**src/rtl/strap_cfg_pkg.sv**
```systemverilog
// package: offsets, field layout, reset values and decoded field types for the strap configuration block
package strap_cfg_pkg;
  localparam logic [31:0] sys_cfg_offset = 32'hfef80400;
  localparam logic [31:0] mem_cfg_offset = 32'hfef80404;
  localparam logic [7:0] system_kind_value = 8'h5a; // arbitrary neutral identification value
  localparam logic [7:0] upper_byte_value = 8'hff;
  localparam int kind_lsb = 0;
  localparam int clk_lsb = 8;
  localparam int cache_lsb = 12;
  localparam int cpu0_lsb = 16;
  localparam int cpu1_lsb = 20;
  localparam int upper_lsb = 24;
  localparam logic [31:0] strap_reset_value = 32'hffffffff;
  localparam logic [31:0] read_reset_value = 32'h00000000;
  localparam logic [3:0] clk_50_25 = 4'hd;
  localparam logic [3:0] clk_60_30 = 4'he;
  localparam logic [3:0] clk_66_33 = 4'hf;
  localparam logic [3:0] cache_1m = 4'hc;
  localparam logic [3:0] cache_512k = 4'hd;
  localparam logic [3:0] cache_256k = 4'he;
  localparam logic [3:0] cache_none = 4'hf;
  localparam logic [3:0] cpu_present_min = 4'h4;
  localparam logic [3:0] cpu_absent_min = 4'h8;

  typedef struct packed {
    logic [7:0] upper;
    logic [3:0] cpu1;
    logic [3:0] cpu0;
    logic [3:0] cache;
    logic [3:0] clk;
    logic [7:0] kind;
  } sys_cfg_t;

  typedef struct packed {
    logic clk_valid;
    logic cache_valid;
    logic cpu0_present;
    logic cpu1_present;
  } decode_t;

  typedef enum logic [1:0] {
    st_wait = 2'b00,
    st_capture = 2'b01,
    st_hold = 2'b10
  } capture_state_t;
endpackage : strap_cfg_pkg

```
**src/rtl/strap_config_regs.sv**
```systemverilog
// strap configuration register block: two read-only strap registers behind a simple port
`timescale 1ns/1ps
`default_nettype none
module strap_config_regs (
  input wire logic mclk,
  input wire logic reset_n,
  input wire logic clk_en,
  input wire logic [31:0] sys_pin_in,
  input wire logic [31:0] sys_pin_pulldown,
  input wire logic [31:0] mem_pin_in,
  input wire logic [31:0] mem_pin_pulldown,
  input wire logic [31:0] addr,
  input wire logic [31:0] wdata,
  input wire logic wr_en,
  input wire logic rd_en,
  output logic [31:0] rdata,
  output logic clk_valid,
  output logic cache_valid,
  output logic cpu0_present,
  output logic cpu1_present
);
  logic [31:0] sys_strap, mem_strap;
  logic sys_done, mem_done;
  strap_cfg_pkg::sys_cfg_t sys_view;
  strap_cfg_pkg::decode_t dec_reg, dec_next;
  logic [31:0] rdata_reg, rdata_next;

  // one capture group per register; the two groups never share pins
  strap_capture u_sys (
    .mclk(mclk),
    .reset_n(reset_n),
    .clk_en(clk_en),
    .pin_in(sys_pin_in),
    .pin_pulldown(sys_pin_pulldown),
    .strap(sys_strap),
    .captured(sys_done)
  );

  strap_capture u_mem (
    .mclk(mclk),
    .reset_n(reset_n),
    .clk_en(clk_en),
    .pin_in(mem_pin_in),
    .pin_pulldown(mem_pin_pulldown),
    .strap(mem_strap),
    .captured(mem_done)
  );

  // identity and upper byte are fixed; only the field nibbles come from straps
  always_comb begin
    sys_view.kind = strap_cfg_pkg::system_kind_value;
    sys_view.clk = sys_strap[strap_cfg_pkg::clk_lsb +: 4];
    sys_view.cache = sys_strap[strap_cfg_pkg::cache_lsb +: 4];
    sys_view.cpu0 = sys_strap[strap_cfg_pkg::cpu0_lsb +: 4];
    sys_view.cpu1 = sys_strap[strap_cfg_pkg::cpu1_lsb +: 4];
    sys_view.upper = strap_cfg_pkg::upper_byte_value;
  end

  // decoded status for board logic; reserved codes read as invalid
  always_comb begin
    dec_next = dec_reg;
    if (sys_done) begin
      dec_next.clk_valid = sys_view.clk >= strap_cfg_pkg::clk_50_25;
      dec_next.cache_valid = sys_view.cache >= strap_cfg_pkg::cache_1m;
      // codes 4 to 7 mean a fitted part; 8 and up is an empty socket
      dec_next.cpu0_present = (sys_view.cpu0 >= strap_cfg_pkg::cpu_present_min)
                              && (sys_view.cpu0 < strap_cfg_pkg::cpu_absent_min);
      dec_next.cpu1_present = (sys_view.cpu1 >= strap_cfg_pkg::cpu_present_min)
                              && (sys_view.cpu1 < strap_cfg_pkg::cpu_absent_min);
    end
  end

  // writes are accepted and dropped: nothing here can alter the straps
  // wdata is never looked at, since the register has no writable bit
  always_comb begin
    rdata_next = strap_cfg_pkg::read_reset_value;
    if (rd_en) begin
      if (addr == strap_cfg_pkg::sys_cfg_offset) begin
        rdata_next = sys_view;
      end else if (addr == strap_cfg_pkg::mem_cfg_offset) begin
        rdata_next = mem_strap;
      end
    end
  end

  // reset wins over the clock enable so a power-up reset always lands
  always_ff @(posedge mclk) begin
    if (!reset_n) begin
      rdata_reg <= strap_cfg_pkg::read_reset_value;
      dec_reg <= '0;
    end else if (clk_en) begin
      rdata_reg <= rdata_next;
      dec_reg <= dec_next;
    end
  end

  // every output is a register: board logic never sees the read mux settle
  assign rdata = rdata_reg;
  assign clk_valid = dec_reg.clk_valid;
  assign cache_valid = dec_reg.cache_valid;
  assign cpu0_present = dec_reg.cpu0_present;
  assign cpu1_present = dec_reg.cpu1_present;

  // bus side: what each read answers, and the single cycle in which it stands
  a_sys_read_value: assert property (@(posedge mclk) disable iff (!reset_n)
    clk_en && rd_en && addr == strap_cfg_pkg::sys_cfg_offset
    |=> rdata[7:0] == strap_cfg_pkg::system_kind_value && rdata[31:24] == 8'hff)
    else $error("system id or upper byte wrong");

  a_field_place: assert property (@(posedge mclk) disable iff (!reset_n)
    clk_en && rd_en && addr == strap_cfg_pkg::sys_cfg_offset
    |=> rdata[23:8] == $past(sys_strap[23:8]))
    else $error("strap fields misplaced");

  a_mem_read: assert property (@(posedge mclk) disable iff (!reset_n)
    clk_en && rd_en && addr == strap_cfg_pkg::mem_cfg_offset
    |=> rdata == $past(mem_strap))
    else $error("memory strap read wrong");

  a_unmapped_zero: assert property (@(posedge mclk) disable iff (!reset_n)
    clk_en && rd_en && addr != strap_cfg_pkg::sys_cfg_offset && addr != strap_cfg_pkg::mem_cfg_offset
    |=> rdata == strap_cfg_pkg::read_reset_value)
    else $error("unmapped read not zero");

  a_idle_read_zero: assert property (@(posedge mclk) disable iff (!reset_n)
    clk_en && !rd_en
    |=> rdata == strap_cfg_pkg::read_reset_value)
    else $error("read data outlived its cycle");

  a_write_ignored: assert property (@(posedge mclk) disable iff (!reset_n)
    sys_done && wr_en
    |=> $stable(sys_strap) && $stable(mem_strap))
    else $error("write changed straps");

  // clock enable low freezes the answers too, so a stalled master still sees its data
  a_freeze_rdata: assert property (@(posedge mclk) disable iff (!reset_n)
    !clk_en
    |=> $stable(rdata))
    else $error("read data moved while frozen");

  a_freeze_decode: assert property (@(posedge mclk) disable iff (!reset_n)
    !clk_en
    |=> $stable({clk_valid, cache_valid, cpu0_present, cpu1_present}))
    else $error("decode moved while frozen");

  // no disable here: the check must see the reset itself, a second power-up included
  a_reset_outputs: assert property (@(posedge mclk)
    !reset_n
    |=> rdata == strap_cfg_pkg::read_reset_value && sys_strap == strap_cfg_pkg::strap_reset_value
    && mem_strap == strap_cfg_pkg::strap_reset_value
    && !clk_valid && !cache_valid && !cpu0_present && !cpu1_present)
    else $error("reset values wrong");

  // capture side: one sample per power-up, pull-downs always win
  a_pullup_one: assert property (@(posedge mclk) disable iff (!reset_n)
    $rose(sys_done)
    |-> sys_strap == $past(sys_pin_in & ~sys_pin_pulldown))
    else $error("captured pattern wrong");

  a_mem_capture: assert property (@(posedge mclk) disable iff (!reset_n)
    $rose(mem_done)
    |-> mem_strap == $past(mem_pin_in & ~mem_pin_pulldown))
    else $error("memory pattern wrong");

  a_pulldown_zero: assert property (@(posedge mclk) disable iff (!reset_n)
    $rose(mem_done)
    |-> (mem_strap & $past(mem_pin_pulldown)) == 32'h00000000)
    else $error("pulled-down pin not zero");

  a_sys_pulldown_zero: assert property (@(posedge mclk) disable iff (!reset_n)
    $rose(sys_done)
    |-> (sys_strap & $past(sys_pin_pulldown)) == 32'h00000000)
    else $error("pulled-down system pin not zero");

  a_no_resample: assert property (@(posedge mclk) disable iff (!reset_n)
    sys_done && $past(sys_done)
    |-> $stable(sys_strap))
    else $error("system strap resampled");

  a_mem_no_resample: assert property (@(posedge mclk) disable iff (!reset_n)
    mem_done && $past(mem_done)
    |-> $stable(mem_strap))
    else $error("memory strap resampled");

  // decode side: reserved codes read invalid, and nothing decodes before the capture
  a_decode_before_capture: assert property (@(posedge mclk) disable iff (!reset_n)
    clk_en && !sys_done
    |=> $stable({clk_valid, cache_valid, cpu0_present, cpu1_present}))
    else $error("decode moved before capture");

  a_clk_decode: assert property (@(posedge mclk) disable iff (!reset_n)
    clk_en && sys_done
    |=> clk_valid == ($past(sys_strap[11:8]) >= 4'hd))
    else $error("clock decode wrong");

  a_cache_decode: assert property (@(posedge mclk) disable iff (!reset_n)
    clk_en && sys_done
    |=> cache_valid == ($past(sys_strap[15:12]) >= 4'hc))
    else $error("cache decode wrong");

  a_cpu_decode: assert property (@(posedge mclk) disable iff (!reset_n)
    clk_en && sys_done
    |=> cpu0_present == ($past(sys_strap[19:18]) == 2'b01))
    else $error("cpu0 decode wrong");

  a_cpu1_decode: assert property (@(posedge mclk) disable iff (!reset_n)
    clk_en && sys_done
    |=> cpu1_present == ($past(sys_strap[23:22]) == 2'b01))
    else $error("cpu1 decode wrong");
endmodule : strap_config_regs
`default_nettype wire

```
**src/rtl/strap_capture.sv**
```systemverilog
// strap capture: samples one 32-pin group once after power-up reset release, then holds it
`timescale 1ns/1ps
`default_nettype none
module strap_capture (
  input wire logic mclk,
  input wire logic reset_n,
  input wire logic clk_en,
  input wire logic [31:0] pin_in,
  input wire logic [31:0] pin_pulldown,
  output logic [31:0] strap,
  output logic captured
);
  logic [31:0] strap_reg, strap_next;
  strap_cfg_pkg::capture_state_t state_reg, state_next;
  logic [31:0] pin_level;

  // weak pull-up: an undriven pin reads 1, only a pull-down strap gives 0
  assign pin_level = pin_in & ~pin_pulldown;

  always_comb begin
    strap_next = strap_reg;
    state_next = state_reg;
    unique case (state_reg)
      strap_cfg_pkg::st_wait: state_next = strap_cfg_pkg::st_capture;
      strap_cfg_pkg::st_capture: begin
        strap_next = pin_level; // second clocked edge after reset release; the first one leaves st_wait
        state_next = strap_cfg_pkg::st_hold;
      end
      strap_cfg_pkg::st_hold: state_next = strap_cfg_pkg::st_hold; // no resample
      default: state_next = strap_cfg_pkg::st_hold;
    endcase
  end

  always_ff @(posedge mclk) begin
    if (!reset_n) begin
      strap_reg <= strap_cfg_pkg::strap_reset_value;
      state_reg <= strap_cfg_pkg::st_wait;
    end else if (clk_en) begin
      strap_reg <= strap_next;
      state_reg <= state_next;
    end
  end

  assign strap = strap_reg;
  assign captured = (state_reg == strap_cfg_pkg::st_hold);

  a_hold_stable: assert property (@(posedge mclk) disable iff (!reset_n)
    $past(captured) && captured |-> $stable(strap_reg))
    else $error("strap changed after capture");
endmodule : strap_capture
`default_nettype wire

```
**config.mk**
```make
export PLATFORM = sky130hd
export DESIGN_NAME = strap_config_regs
export DESIGN_NICKNAME = d
export VERILOG_FILES = /design/src/rtl/strap_cfg_pkg.sv /design/src/rtl/strap_config_regs.sv /design/src/rtl/strap_capture.sv
export SDC_FILE = /design/constraint.sdc
export NUM_CORES = 1
export LEC_CHECK = 0
export BUFFER_PORTS_ARGS = -buffer_cell sky130_fd_sc_hd__buf_2
export CAP_MARGIN = 20
export CORE_MARGIN = 8
export CORE_UTILIZATION = 45
export DETAILED_ROUTE_END_ITERATION = 7
export GPL_TIMING_DRIVEN = 0
export PLACE_DENSITY = 0.83
export SYNTH_ARGS = -nofsm -noshare
export SYNTH_HDL_FRONTEND = slang
export SYNTH_SLANG_ARGS = --single-unit
```
**constraint.sdc**
```tcl
create_clock -name mclk -period 3.77 [get_ports mclk]
set_clock_uncertainty 0.2 [all_clocks]
set_input_delay 1.131 -clock mclk [delete_from_list [all_inputs] [get_ports mclk]]
set_output_delay 1.131 -clock mclk [all_outputs]
set_load 0.02 [all_outputs]
```
# After elaboration in Yosys (flattened, before gate mapping)
# Cells that the tools add are included.
dict set report word_totals {
  reg_bits 96
  output_inout_bits 36
}
dict set report op_classes {
  n_lt_le_gt_ge 6
  eq_ne 5
  n_mux 5
  bitwise_logic 4
  reduce_logical 7
}
# cell n
set op_table {}
lappend op_table {{32-bit 2-to-1 mux} 3}
lappend op_table {{32-bit equality test, second input constant} 2}
lappend op_table {{32-bit bitwise AND} 1}
lappend op_table {{32-bit NOT} 1}
lappend op_table {{24-bit bitwise AND} 1}
lappend op_table {{24-bit NOT} 1}
lappend op_table {{4-bit by 3-bit >= comparator with 1-bit output, second input constant} 2}
lappend op_table {{4-bit >= comparator, second input constant} 2}
lappend op_table {{4-bit less-than comparator, second input constant} 2}
lappend op_table {{2-bit AND reduction} 3}
lappend op_table {{2-bit by 1-bit equality test with 1-bit output, second input constant} 2}
lappend op_table {{2-bit zero test} 2}
lappend op_table {{2-bit 2-to-1 mux} 2}
lappend op_table {{2-bit equality test, second input constant} 1}
lappend op_table {{1-bit logical AND} 2}

# Longest topological paths before layout
dict set report depth {
  depth_word 4
  mapped_depth 6
}

# Cells and area by module
# Synthesis repeated with hierarchy kept, for this count alone.
dict set report hier_totals {
  cells_unflattened 463
  hier_area_um2 4272.8
}
# module instances cells_each area_each_um2 seq_area_each_um2
set modules_own_cells {}
lappend modules_own_cells {strap_capture 2 146 1396.3 680.7}
lappend modules_own_cells {strap_config_regs 1 171 1480.2 720.7}

# Worst setup path after synthesis
# No wires, ideal clock.
dict set report synth_path {
  path_type {input -> register}
  from {input port addr[3]}
  to {register rdata_reg[0], in the netlist rdata[0]}
  setup_time_ns 0.085
  arrival_ns 2.374
  required_ns 3.485
  slack_ns 1.111
  stages 5
  n_path_buf 1
  path_cell_list {nand4b_1 > or3_1 > or4_4 > buf_6 > o31ai_2}
}
dict set report synth_between {
  elab_chain_cells 4
  elab_cells_between_ends 5
  cone_classes {eq/ne (2); mux (3)}
}
# element line
set synth_lines {}
lappend synth_lines {{start, declared} strap_config_regs.sv:12} ;# input wire logic [31:0] addr,
lappend synth_lines {{32-bit equality test} strap_config_regs.sv:80} ;# end else if (addr == strap_cfg_pkg::mem_cfg_offset) begin
lappend synth_lines {{32-bit 2-to-1 mux} strap_config_regs.sv:80}
lappend synth_lines {{32-bit 2-to-1 mux (*)} strap_config_regs.sv:78} ;# if (addr == strap_cfg_pkg::sys_cfg_offset) begin
lappend synth_lines {{32-bit 2-to-1 mux (*)} strap_config_regs.sv:77} ;# if (rd_en) begin
lappend synth_lines {{end signal, assigned} strap_config_regs.sv:89} ;# rdata_reg <= strap_cfg_pkg::read_reset_value;
lappend synth_lines {{end signal, assigned} strap_config_regs.sv:92} ;# rdata_reg <= rdata_next;
lappend synth_lines {{end, declared} strap_config_regs.sv:26} ;# logic [31:0] rdata_reg, rdata_next;
# Mark *: on every way between the ends. The rest lies on a longest branch, timed or not.
# A chain may end at the register's enable or synchronous reset.

# Worst setup path after layout
dict set report layout_path {
  from {input port addr[2]}
  to {register rdata_reg[19], in the netlist rdata[19]}
}
# Same word-level chain as after synthesis.

==> flow_summary.json <==
{
  "layout_commonest_cell": "buf_2",
  "yosysSeqAreaShare_pct": 51.2,
  "yosys.area.top_type": "dfxtp_1",
  "switching_share_pct": 25.2,
  "viasPerCell": 5.05,
  "grt_pass1_wl_mm": 16.2,
  "drc": 0,
  "ys_top_cells_by_area": "dfxtp_1 51%, o311ai_0 12%, nand2_1 9.2%",
  "die_w_um": 103,
  "finalNetCount": 768,
  "start_kind": "primary input",
  "drive_above_1_share_pct": 32.2,
  "start_util_pct": 45.5,
  "timing.setup.tns_ns": 0,
  "hp-class": "reg2reg",
  "gp_congestion": 0.796,
  "drtAntennaViolNets": 0,
  "grt_setup_unrepaired": "false",
  "grt_pass1_vias": 3457,
  "power_frac_seq_pct": 56.6,
  "antenna_cells": 0,
  "clock_tree.buffer_depth": 2,
  "core_area_mm2": 0.00757,
  "drt_iter0_drc": 84,
  "antenna_found_initial": 0,
  "clk_pin_slew_ns": 0.09,
  "die_h_um": 103,
  "tritoncts.num_buffers": 9,
  "htree_levels": 3,
  "routed_wl_mm": 10.6,
  "worst_pin_slew_ns": 0.750,
  "setup_viol": 0,
  "clock_latency_ns": 0.34,
  "worst-setup-path-type": "in2reg",
  "syn_avg_cell_area_um2": 8.71,
  "num_rows": 32,
  "dieArea_mm2": 0.0107,
  "dp_hpwl_mm": 8.44,
  "p_comb_share_pct": 11.5,
  "maxCapViolations": 0,
  "hold_buffers": 0,
  "min_period_ns": 2.60,
  "post-cts-setup-buffers": 0,
  "power.density_mw_per_mm2": 387,
  "drv_slew": 0,
  "status": "completed",
  "cp.arrival_ns": 2.64,
  "ios": 233,
  "dr.pass1.iters": 4,
  "routedWlPerCell_um": 15.7,
  "clock-sinks": 88,
  "grt_use_total_pct": 19.4,
  "area_growth_pct": 32.4,
  "finalHoldViolations": 0,
  "crit_fanout": 10,
  "synth_top_area_share_pct": 51.2,
  "vias": 3414,
  "fmax_ghz": 0.384,
  "syn_inst": 395,
  "syn_area_mm2": 0.00344,
  "post_cts_resized": 0,
  "end_kind": "flop",
  "internal-power_uw": 1320,
  "root_buffer": "clkbuf_8",
  "io_buffers": 165,
  "yosys_register_bits": 88,
  "required_ns": 3.81,
  "yosys_warnings": 0,
  "p_leak_uw": 0.00245,
  "p_clk_share_pct": 31.9,
  "synth_fp_nets": 592,
  "switching_power_uw": 444,
  "fin_crit_sh_pct": 69.1,
  "peakVddDrop_uv": 200,
  "whs_ns": 0.245,
  "worst_slew_margin_rel_pct": 50.0,
  "cts_tree": "built",
  "grt-ovfl-total": 0,
  "layout_common_cells": "167 x buf_2, 88 x dfxtp_1, 84 x nand2_1",
  "grt_max_degree": 14,
  "yosysUniqueCellTypes": 28
}
[cells by family after synthesis]
group	share of synthesized area, %
simple gates	15.7
flops	51.2
compound gates	18.7
buf+inv	9.12
mux	5.23
[metrics by stage]
stage | power [µW] | util (%) | setup slack, ns | std cells | area (µm²)
finish | 1760 | 60.2 | 1.17 | 676 | 4560
floorplan | 1110 | - | 1.11 | 395 | 3440
global route | 1840 | 60.2 | 1.07 | 676 | 4560
global placement | 1210 | 58.1 | 0.807 | 662 | 4400
detailed placement | 1220 | 58.1 | 0.769 | 662 | 4400
CTS | 1770 | 60.2 | 1.14 | 676 | 4560
[worst max-delay path, stage by stage]
cell and delay (ns):
clkbuf_1 0.47, clkbuf_1 0.64, mux2i_1 0.32, o21ai_1 0.08
[metal layers]
metal | vias up | routed length (µm) | track usage (%)
met3 | 8 | 720 | 4.28
li1 | 1700 | - | -
met5 | - | 0 | 0
met1 | 1591 | 4480 | 23.2
met2 | 115 | 5290 | 34.4
met4 | 0 | 104 | 4.56
[final timing paths]
kind / startpoint / endpoint / slack [ns] / cells past startpoint
setup / recovery: addr[2] / rdata[19]$_SDFFE_PN0P_ / 1.17 / 4
hold / removal: rdata[29]$_SDFFE_PN0P_ / rdata[29]$_SDFFE_PN0P_ / 0.25 / 2
setup reg to reg: u_mem.state_reg[0]$_SDFFE_PN0P_ / u_mem.strap[23]$_SDFFE_PN1P_ / 2.03 / 3
hold reg to reg: rdata[29]$_SDFFE_PN0P_ / rdata[29]$_SDFFE_PN0P_ / 0.25 / 2
[cell type report]
class,count,area (µm²)
clock inverters,3,20.0
well taps,102,128
repair buffers,165,826
fillers,700,3010
clock buffers,11,141
multi-input cells,228,1370
plain buffers,26,115
inverters,53,199
flip-flops and latches,88,1760
[power by group through the flow]
stage / Sequential (µW) / Clock [µW] / Combinational, µW
finish: 997 / 563 / 202
global route: 1000 / 611 / 228
CTS: 996 / 568 / 205
detailed placement: 1020 / 0 / 204
global placement: 1020 / 0 / 196
floorplan: 1010 / 0 / 102
[synth_stat cells]
cell type and number:
nand3_1 1, buf_1 4, a21boi_0 2, o31ai_2 2
o21ai_1 18, or4_4 1, nand4bb_1 1, nand2_1 84
o311ai_0 48, nand4b_1 1, nor2_1 15, o2111ai_1 1
nor2b_1 7, a21oi_1 4, buf_6 2, nand3b_1 3
nor4b_1 1, dfxtp_1 88, nand4_1 3, buf_2 2
o31ai_1 2, nor4_1 3, clkbuf_1 18, inv_1 53
or3_1 1, o21ai_0 10, nor3b_1 2, mux2i_1 18
Note: power is estimated with default switching activity, not from simulation.
